`config.mk`:
```
export PLATFORM = sky130hd
export DESIGN_NAME = sgc_top
export DESIGN_NICKNAME = d
export VERILOG_FILES = /design/src/pkg/sgc_pkg.sv /design/src/hw/sgc_gain_calc.sv /design/src/hw/sgc_top.sv
export SDC_FILE = /design/constraint.sdc
export NUM_CORES = 1
export LEC_CHECK = 0
export ABC_AREA = 1
export ABC_CLOCK_PERIOD_IN_PS = 2350
export BUFFER_PORTS_ARGS = -buffer_cell sky130_fd_sc_hd__buf_4
export CORE_AREA = 2 2 73 75
export CTS_CLUSTER_SIZE = 40
export DETAILED_ROUTE_END_ITERATION = 8
export DIE_AREA = 0 0 75 77
export GPL_TIMING_DRIVEN = 0
export PLACE_DENSITY = 0.89
export SLEW_MARGIN = 15
export SYNTH_ARGS = -nofsm -noshare
export SYNTH_HDL_FRONTEND = slang
export SYNTH_SLANG_ARGS = --single-unit
```
`constraint.sdc`:
```
create_clock -name I_SYS_CLK -period 2.35 [get_ports I_SYS_CLK]
set_clock_uncertainty 0.1 [all_clocks]
set_input_delay 0.3525 -clock I_SYS_CLK [delete_from_list [all_inputs] [get_ports I_SYS_CLK]]
set_output_delay 0.3525 -clock I_SYS_CLK [all_outputs]
set_load 0.02 [all_outputs]
```
`src/pkg/sgc_pkg.sv`:
```
// constants for the converter gain-scaling control block
// assumes a 32-bit apb register slave on a single 250 MHz clock
// Contract
// - gain setting comes from exactly thirteen programmable bits in three registers
// - upper eight gain word bits are the whole gain_word_high register
// - lower four gain word bits are gain_word_low bits 7 down to 4
// - extra_gain_bit in gain_extra_add bit 0 adds one sixty-fourth of gain
// - power-on reset leaves extra_gain_bit at one
// - effective gain equals word over 4096 plus extra bit times 1/64
// - reset values 0xfc high and 0x00 low give unity gain
// - effective gain stays between zero and about 1.015
`default_nettype none
package sgc_pkg;
  // register byte offsets
  localparam logic [11:0] SGC_OFS_HIGH = 12'h000;
  localparam logic [11:0] SGC_OFS_LOW = 12'h004;
  localparam logic [11:0] SGC_OFS_ADD = 12'h008;
  localparam logic [11:0] SGC_OFS_GAIN = 12'h00c;
  // reset values
  localparam logic [7:0] SGC_RST_HIGH = 8'hfc;
  localparam logic [7:0] SGC_RST_LOW = 8'h00;
  localparam logic SGC_RST_EXTRA = 1'b1;
  // field positions
  localparam int SGC_LOW_MSB = 7;
  localparam int SGC_LOW_LSB = 4;
  localparam int SGC_EXTRA_POS = 0;
  // gain word width and resolved gain scale: 1.0 = 4096
  localparam int SGC_WORD_W = 12;
  localparam int SGC_GAIN_W = 13;
  localparam logic [12:0] SGC_EXTRA_LSBS = 13'h0040;
endpackage : sgc_pkg
`default_nettype wire

```
`src/hw/sgc_gain_calc.sv`:
```
// combinational gain resolver: word plus optional 1/64 in units of 1/4096
// assumes inputs are register outputs of the control block
`default_nettype none
module sgc_gain_calc
  import sgc_pkg::*;
(
  // settings
  input wire logic [7:0] i_high,
  input wire logic [7:0] i_low,
  input wire logic i_extra,
  // result
  output logic [SGC_WORD_W-1:0] o_word,
  output logic [SGC_GAIN_W-1:0] o_gain
);
  // word assembly and sum, max 4095+64 fits 13 bits
  always_comb begin
    o_word = {i_high, i_low[SGC_LOW_MSB:SGC_LOW_LSB]};
    o_gain = {1'b0, o_word} + (i_extra ? SGC_EXTRA_LSBS : 13'h0000);
  end
endmodule : sgc_gain_calc
`default_nettype wire

```
`src/hw/sgc_top.sv`:
```
// apb-controlled gain-scaling registers for the converter datapath
// assumes synchronous apb master on I_SYS_CLK, async active-low reset
//
// The implementer's own choices: the APB register port and the address map.
`default_nettype none
module sgc_top
  import sgc_pkg::*;
(
  // clock and reset
  input wire logic I_SYS_CLK,
  input wire logic I_RST_N,
  // apb slave
  input wire logic i_psel,
  input wire logic i_penable,
  input wire logic i_pwrite,
  input wire logic [11:0] i_paddr,
  input wire logic [31:0] i_pwdata,
  input wire logic [3:0] i_pstrb,
  output logic [31:0] o_prdata,
  output logic o_pready,
  output logic o_pslverr,
  // resolved gain to converter datapath
  output logic [SGC_WORD_W-1:0] o_gain_word,
  output logic o_extra_gain_bit,
  output logic [SGC_GAIN_W-1:0] o_gain
);
  logic [7:0] high_reg;
  logic [7:0] low_reg;
  logic extra_reg;
  logic [SGC_WORD_W-1:0] word_next;
  logic [SGC_GAIN_W-1:0] gain_next;
  logic wr_acc;
  logic hit;

  // address decode, used for the error flag on both reads and writes
  function automatic logic is_mapped(input logic [11:0] a);
    is_mapped = (a == SGC_OFS_HIGH) || (a == SGC_OFS_LOW) || (a == SGC_OFS_ADD) || (a == SGC_OFS_GAIN);
  endfunction : is_mapped

  // reads and writes both complete in the first access cycle
  assign hit = is_mapped(i_paddr);
  assign wr_acc = i_psel && i_penable && i_pwrite;

  // gain registers, seventeen programmable bits in all, thirteen of them feed the gain
  always_ff @(posedge I_SYS_CLK or negedge I_RST_N) begin
    if (!I_RST_N) begin
      high_reg <= SGC_RST_HIGH;
      low_reg <= SGC_RST_LOW;
      extra_reg <= SGC_RST_EXTRA;
    end else if (wr_acc && i_pstrb[0]) begin
      if (i_paddr == SGC_OFS_HIGH) begin
        high_reg <= i_pwdata[7:0];
      end
      if (i_paddr == SGC_OFS_LOW) begin
        low_reg <= i_pwdata[7:0];
      end
      if (i_paddr == SGC_OFS_ADD) begin
        extra_reg <= i_pwdata[SGC_EXTRA_POS];
      end
    end
  end

  // gain resolution
  sgc_gain_calc u_calc (
    .i_high(high_reg),
    .i_low(low_reg),
    .i_extra(extra_reg),
    .o_word(word_next),
    .o_gain(gain_next)
  );

  // registered outputs to the datapath
  always_ff @(posedge I_SYS_CLK or negedge I_RST_N) begin
    if (!I_RST_N) begin
      o_gain_word <= {SGC_RST_HIGH, SGC_RST_LOW[SGC_LOW_MSB:SGC_LOW_LSB]};
      o_extra_gain_bit <= SGC_RST_EXTRA;
      o_gain <= 13'h1000;
    end else begin
      o_gain_word <= word_next;
      o_extra_gain_bit <= extra_reg;
      o_gain <= gain_next;
    end
  end

  // apb answer: ready pulse, read data and error for unmapped address
  always_ff @(posedge I_SYS_CLK or negedge I_RST_N) begin
    if (!I_RST_N) begin
      o_pready <= 1'b0;
      o_pslverr <= 1'b0;
      o_prdata <= 32'h0000_0000;
    end else begin
      o_pready <= 1'b0;
      o_pslverr <= 1'b0;
      if (i_psel && !i_penable) begin
        o_pready <= 1'b1;
        o_pslverr <= !hit;
        o_prdata <= 32'h0000_0000;
        if (!i_pwrite) begin
          unique case (i_paddr)
            SGC_OFS_HIGH: o_prdata <= {24'h000000, high_reg};
            SGC_OFS_LOW: o_prdata <= {24'h000000, low_reg};
            SGC_OFS_ADD: o_prdata <= {31'h00000000, extra_reg};
            SGC_OFS_GAIN: o_prdata <= {19'h00000, gain_next};
            default: o_prdata <= 32'h0000_0000;
          endcase
        end
      end
    end
  end

  // pready answers in the first access cycle
  a_ready_timing: assert property (@(posedge I_SYS_CLK) disable iff (!I_RST_N)
    (i_psel && !i_penable) |=> o_pready)
    else $error("pready missing in access cycle");

  a_extra_reset: assert property (@(posedge I_SYS_CLK) disable iff (!I_RST_N)
    $rose(I_RST_N) |-> extra_reg)
    else $error("extra bit not one after reset");

  a_word_map: assert property (@(posedge I_SYS_CLK) disable iff (!I_RST_N)
    ##1 o_gain_word[11:4] == $past(high_reg))
    else $error("gain word high mismatch");

  a_low_map: assert property (@(posedge I_SYS_CLK) disable iff (!I_RST_N)
    ##1 o_gain_word[3:0] == $past(low_reg[7:4]))
    else $error("gain word low mismatch");

  a_extra_add: assert property (@(posedge I_SYS_CLK) disable iff (!I_RST_N)
    ##1 o_gain == {1'b0, o_gain_word} + (o_extra_gain_bit ? 13'h0040 : 13'h0000))
    else $error("extra sixty-fourth not applied");

  a_gain_range: assert property (@(posedge I_SYS_CLK) disable iff (!I_RST_N)
    o_gain <= 13'h103f)
    else $error("gain out of range");

  a_low_ignored: assert property (@(posedge I_SYS_CLK) disable iff (!I_RST_N)
    ($stable(low_reg[7:4]) && $stable(high_reg) && $stable(extra_reg)) |-> $stable(gain_next))
    else $error("low nibble leaks into gain");

  a_write_high: assert property (@(posedge I_SYS_CLK) disable iff (!I_RST_N)
    (wr_acc && i_pstrb[0] && i_paddr == SGC_OFS_HIGH) |=> ##1 o_gain_word[11:4] == $past(i_pwdata[7:0], 2))
    else $error("high write not seen at output");

  a_unity_default: assert property (@(posedge I_SYS_CLK) disable iff (!I_RST_N)
    (high_reg == 8'hfc && low_reg[7:4] == 4'h0 && extra_reg) |-> gain_next == 13'h1000)
    else $error("default gain not unity");

  // error flag follows the address decode of the setup cycle
  a_slverr_map: assert property (@(posedge I_SYS_CLK) disable iff (!I_RST_N)
    (i_psel && !i_penable) |=> (o_pslverr == !$past(hit)))
    else $error("pslverr does not match decode");

  // error only ever comes with ready
  a_slverr_ready: assert property (@(posedge I_SYS_CLK) disable iff (!I_RST_N)
    o_pslverr |-> o_pready)
    else $error("pslverr without pready");

  // ready is a single-cycle pulse
  a_ready_pulse: assert property (@(posedge I_SYS_CLK) disable iff (!I_RST_N)
    o_pready |=> !o_pready)
    else $error("pready held longer than one cycle");

  // high register read-back
  a_read_high: assert property (@(posedge I_SYS_CLK) disable iff (!I_RST_N)
    (i_psel && !i_penable && !i_pwrite && i_paddr == SGC_OFS_HIGH) |=> o_prdata == {24'h000000, $past(high_reg)})
    else $error("high read-back wrong");

  // low register read-back, all eight bits
  a_read_low: assert property (@(posedge I_SYS_CLK) disable iff (!I_RST_N)
    (i_psel && !i_penable && !i_pwrite && i_paddr == SGC_OFS_LOW) |=> o_prdata == {24'h000000, $past(low_reg)})
    else $error("low read-back wrong");

  // extra bit read-back, upper bits zero
  a_read_add: assert property (@(posedge I_SYS_CLK) disable iff (!I_RST_N)
    (i_psel && !i_penable && !i_pwrite && i_paddr == SGC_OFS_ADD) |=> o_prdata == {31'h00000000, $past(extra_reg)})
    else $error("extra bit read-back wrong");

  // resolved gain read-back
  a_read_gain: assert property (@(posedge I_SYS_CLK) disable iff (!I_RST_N)
    (i_psel && !i_penable && !i_pwrite && i_paddr == SGC_OFS_GAIN) |=> o_prdata == {19'h00000, $past(gain_next)})
    else $error("gain read-back wrong");

  // high write lands in the register
  a_store_high: assert property (@(posedge I_SYS_CLK) disable iff (!I_RST_N)
    (wr_acc && i_pstrb[0] && i_paddr == SGC_OFS_HIGH) |=> high_reg == $past(i_pwdata[7:0]))
    else $error("high write lost");

  // low write lands in the register
  a_store_low: assert property (@(posedge I_SYS_CLK) disable iff (!I_RST_N)
    (wr_acc && i_pstrb[0] && i_paddr == SGC_OFS_LOW) |=> low_reg == $past(i_pwdata[7:0]))
    else $error("low write lost");

  // extra bit write lands in the register
  a_store_extra: assert property (@(posedge I_SYS_CLK) disable iff (!I_RST_N)
    (wr_acc && i_pstrb[0] && i_paddr == SGC_OFS_ADD) |=> extra_reg == $past(i_pwdata[SGC_EXTRA_POS]))
    else $error("extra bit write lost");

  // writes without byte strobe leave every setting alone
  a_strobe_off: assert property (@(posedge I_SYS_CLK) disable iff (!I_RST_N)
    (wr_acc && !i_pstrb[0]) |=> ($stable(high_reg) && $stable(low_reg) && $stable(extra_reg)))
    else $error("strobe-less write changed a setting");

  // writes to unmapped places leave every setting alone
  a_unmapped_write: assert property (@(posedge I_SYS_CLK) disable iff (!I_RST_N)
    (wr_acc && !hit) |=> ($stable(high_reg) && $stable(low_reg) && $stable(extra_reg)))
    else $error("unmapped write changed a setting");

  // registered extra bit follows the register
  a_extra_out: assert property (@(posedge I_SYS_CLK) disable iff (!I_RST_N)
    o_extra_gain_bit == $past(extra_reg))
    else $error("extra bit output lags wrongly");

  // registered word follows the resolver
  a_word_out: assert property (@(posedge I_SYS_CLK) disable iff (!I_RST_N)
    o_gain_word == $past(word_next))
    else $error("gain word output lags wrongly");

  // registered gain follows the resolver
  a_gain_out: assert property (@(posedge I_SYS_CLK) disable iff (!I_RST_N)
    o_gain == $past(gain_next))
    else $error("gain output lags wrongly");
endmodule : sgc_top
`default_nettype wire

```
==> impl_metrics.tcl <==
set metrics [dict create \
    firstDrtPassIters 5 \
    ys_types 27 \
    clk_pin_slew_worst_paths_ns 0.08 \
    multi_input_area_um2 835 \
    gp_congestion 0.833 \
    area_growth_syn_to_layout_pct 31.2 \
    cts_buffer_depth 2 \
    post_drt_wl_per_cell_um 12.3 \
    grt_start_max_net_pins 53 \
    setup_viol 0 \
    fillers 421 \
    port_buffers 66 \
    timing.slew.headroom 0.589 \
    die_y_um 77 \
    p_per_area_nw_per_um2 491 \
    antenna_found_initial 0 \
    diodes 0 \
    start_util 0.486 \
    period_needed_ns 1.58 \
    cts.sinks 52 \
    postRouteAntennaNets 0 \
    ir_worst_vdd_mv 0.215 \
    grt_first_pass_wirelength_um 8170 \
    dr_total_vias 1936 \
    tightest_slew_ns 0.617 \
    final.setup.tns_ns 0 \
    synthCells 252 \
    worstSetupPathType "register to register" \
    end_kind "register" \
    hpwl_um 3930 \
    htreeDepth 2 \
    clockRootBuffer "clkbuf_8" \
    yosysWarnings 0 \
    clk_latency_ns 0.31 \
    postCtsResizedCells 0 \
    postCtsSetupBuffers 0 \
    viasPerCell 4.67 \
    hold_class "input pin to register" \
    fin_area_um2 3170 \
    finalCritPeriodShare 0.672 \
    grt_pass1_vias 1793 \
    pin_count 113 \
    largestRegisters "o_gain x13, o_prdata x13" \
    drive_gt1_frac 0.397 \
    fmax_ghz 0.634 \
    rows 26 \
    rsz0062_at_grt "false" \
    required_ns 2.49 \
    placedInstanceArea_um2 3070 \
    cts_made_buffers 5 \
    overflow 0 \
    final_net_count 399 \
    p_leak_nw 1.69 \
    drt_iter0_markers 178 \
    die_width_um 75 \
    route.detailed.drc 0 \
    worst_ep_arrival_time_ns 1.72 \
    ys_seq_area_frac 0.546 \
    cp-start-kind "register" \
    core_area_um2 4980 \
    cts_tree "done" \
    grt.total_usage 0.185 \
    register_area_um2 1320 \
    final_max_slew_viol_count 0 \
    finalHoldViolations 0 \
    crit_fanout 4 \
    syn_avg_cell_area_um2 9.60 \
    synthesis.area_um2 2420 \
    wl_um 5090 \
    status "complete, no violations" \
    ctsHoldBuffers 1 \
    synth_seq_cells 52 \
    die-area_um2 5780 \
    drv_cap 0 \
]
area by class of cell:
class	count	share of cell area
buffer	31	0.0761
clock buffer	7	0.0272
clock inverter	1	0.00237
inverter	24	0.0284
multi-input combinational	163	0.263
sequential	52	0.416
tap	70	0.0276
timing repair buffer	67	0.159
placed cells by master, fill, tap and decap left out, drive strengths merged:
| cell | instances |
|---|---|
| dfrtp | 37 |
| clkbuf | 8 |
| a22o | 2 |
| nand3 | 34 |
| a21oi | 1 |
| dlygate4sd3 | 1 |
| dfstp | 15 |
| nand2 | 61 |
| o31ai | 1 |
| inv | 24 |
| o21a | 5 |
| nand3b | 1 |
| nand4 | 2 |
| buf | 96 |
| nor2 | 15 |
| conb | 19 |
| o21ai | 17 |
| clkinvlp | 1 |
| xor2 | 3 |
| ha | 2 |
synthesized netlist by cell type:
cell      number  share of area
nor2_1         9          0.014
xor2_1         3          0.011
nand2_2        1         0.0026
nor2_2         1         0.0026
nand2_1       59          0.092
inv_2          5         0.0078
a22o_1         2         0.0072
nand4_1        1         0.0026
buf_4         25          0.078
inv_1         19          0.029
dfrtp_1       37           0.38
nand3_1       34          0.070
clkbuf_1       1         0.0016
dfstp_2       15           0.16
o21ai_1       15          0.031
conb_1         1         0.0016
nor2_4         5          0.023
buf_6          4          0.019
nand3b_2       1         0.0047
nand4_2        1         0.0052
o21a_1         5          0.016
o31ai_2        1         0.0052
ha_1           2          0.010
nand2_4        1         0.0047
buf_2          1         0.0021
o21ai_2        2         0.0072
a21oi_4        1         0.0067
worst max-delay path, stage by stage, from the launching register on:
cell and delay, ns:
dfstp_2 0.58, ha_1 0.17, ha_1 0.21, nand4_1 0.12, nor2_1 0.18, a22o_1 0.15
routing by layer:
layer	wire length (um)	part of all wire	GRT usage	up-vias
li1	-	-	-	947
met1	2000	0.39	0.221	871
met2	2590	0.51	0.311	105
met3	416	0.082	0.0631	13
met4	79	0.016	0.0518	0
met5	0	0	0	-
per-stage QoR:
stage          hold WS (ns)  instances  worst slack [ns]  utilization  total power, mW
2_1_floorplan       -0.0431        270             0.948            -            0.996
3_3_place_gp          0.282        406             0.732        0.617             1.05
3_5_place_dp          0.282        406             0.672        0.617             1.06
4_1_cts               0.146        415             0.762        0.638             1.57
5_1_grt               0.148        415             0.658        0.638             1.62
6_report              0.146        415             0.772        0.638             1.56
report_power, final:
group	internal [mW]	switching (mW)	total (mW)
Combinational	0.0594	0.0838	0.143
Clock	0.239	0.277	0.517
Sequential	0.898	0.000919	0.899
Total	1.20	0.362	1.56
path summary, 6_finish.rpt:
check	startpoint	endpoint	slack (ns)	depth (start not counted)
hold reg to reg	high_reg[2]$_DFFE_PN1P_	o_gain_word[6]$_DFF_PN1_	0.30	0
setup / recovery	extra_reg$_DFFE_PN1P_	o_prdata[12]$_DFFE_PN0P_	0.77	5
max in group asynchronous	I_RST_N	high_reg[0]$_DFFE_PN0P_	1.23	2
min in group asynchronous	I_RST_N	o_prdata[11]$_DFFE_PN0P_	0.49	2
setup reg to reg	extra_reg$_DFFE_PN1P_	o_prdata[12]$_DFFE_PN0P_	0.77	5
hold / removal	i_penable	o_pready$_DFF_PN0_	0.15	2
logic make-up after synthesis:
logic type,synth area share
simple gates,0.221
flops,0.546
other cells,0.00155
compound gates,0.0729
xor+xnor,0.0109
fa+ha+maj,0.0103
buf+inv,0.137
No activity file was read; power rests on OpenSTA's default activity.
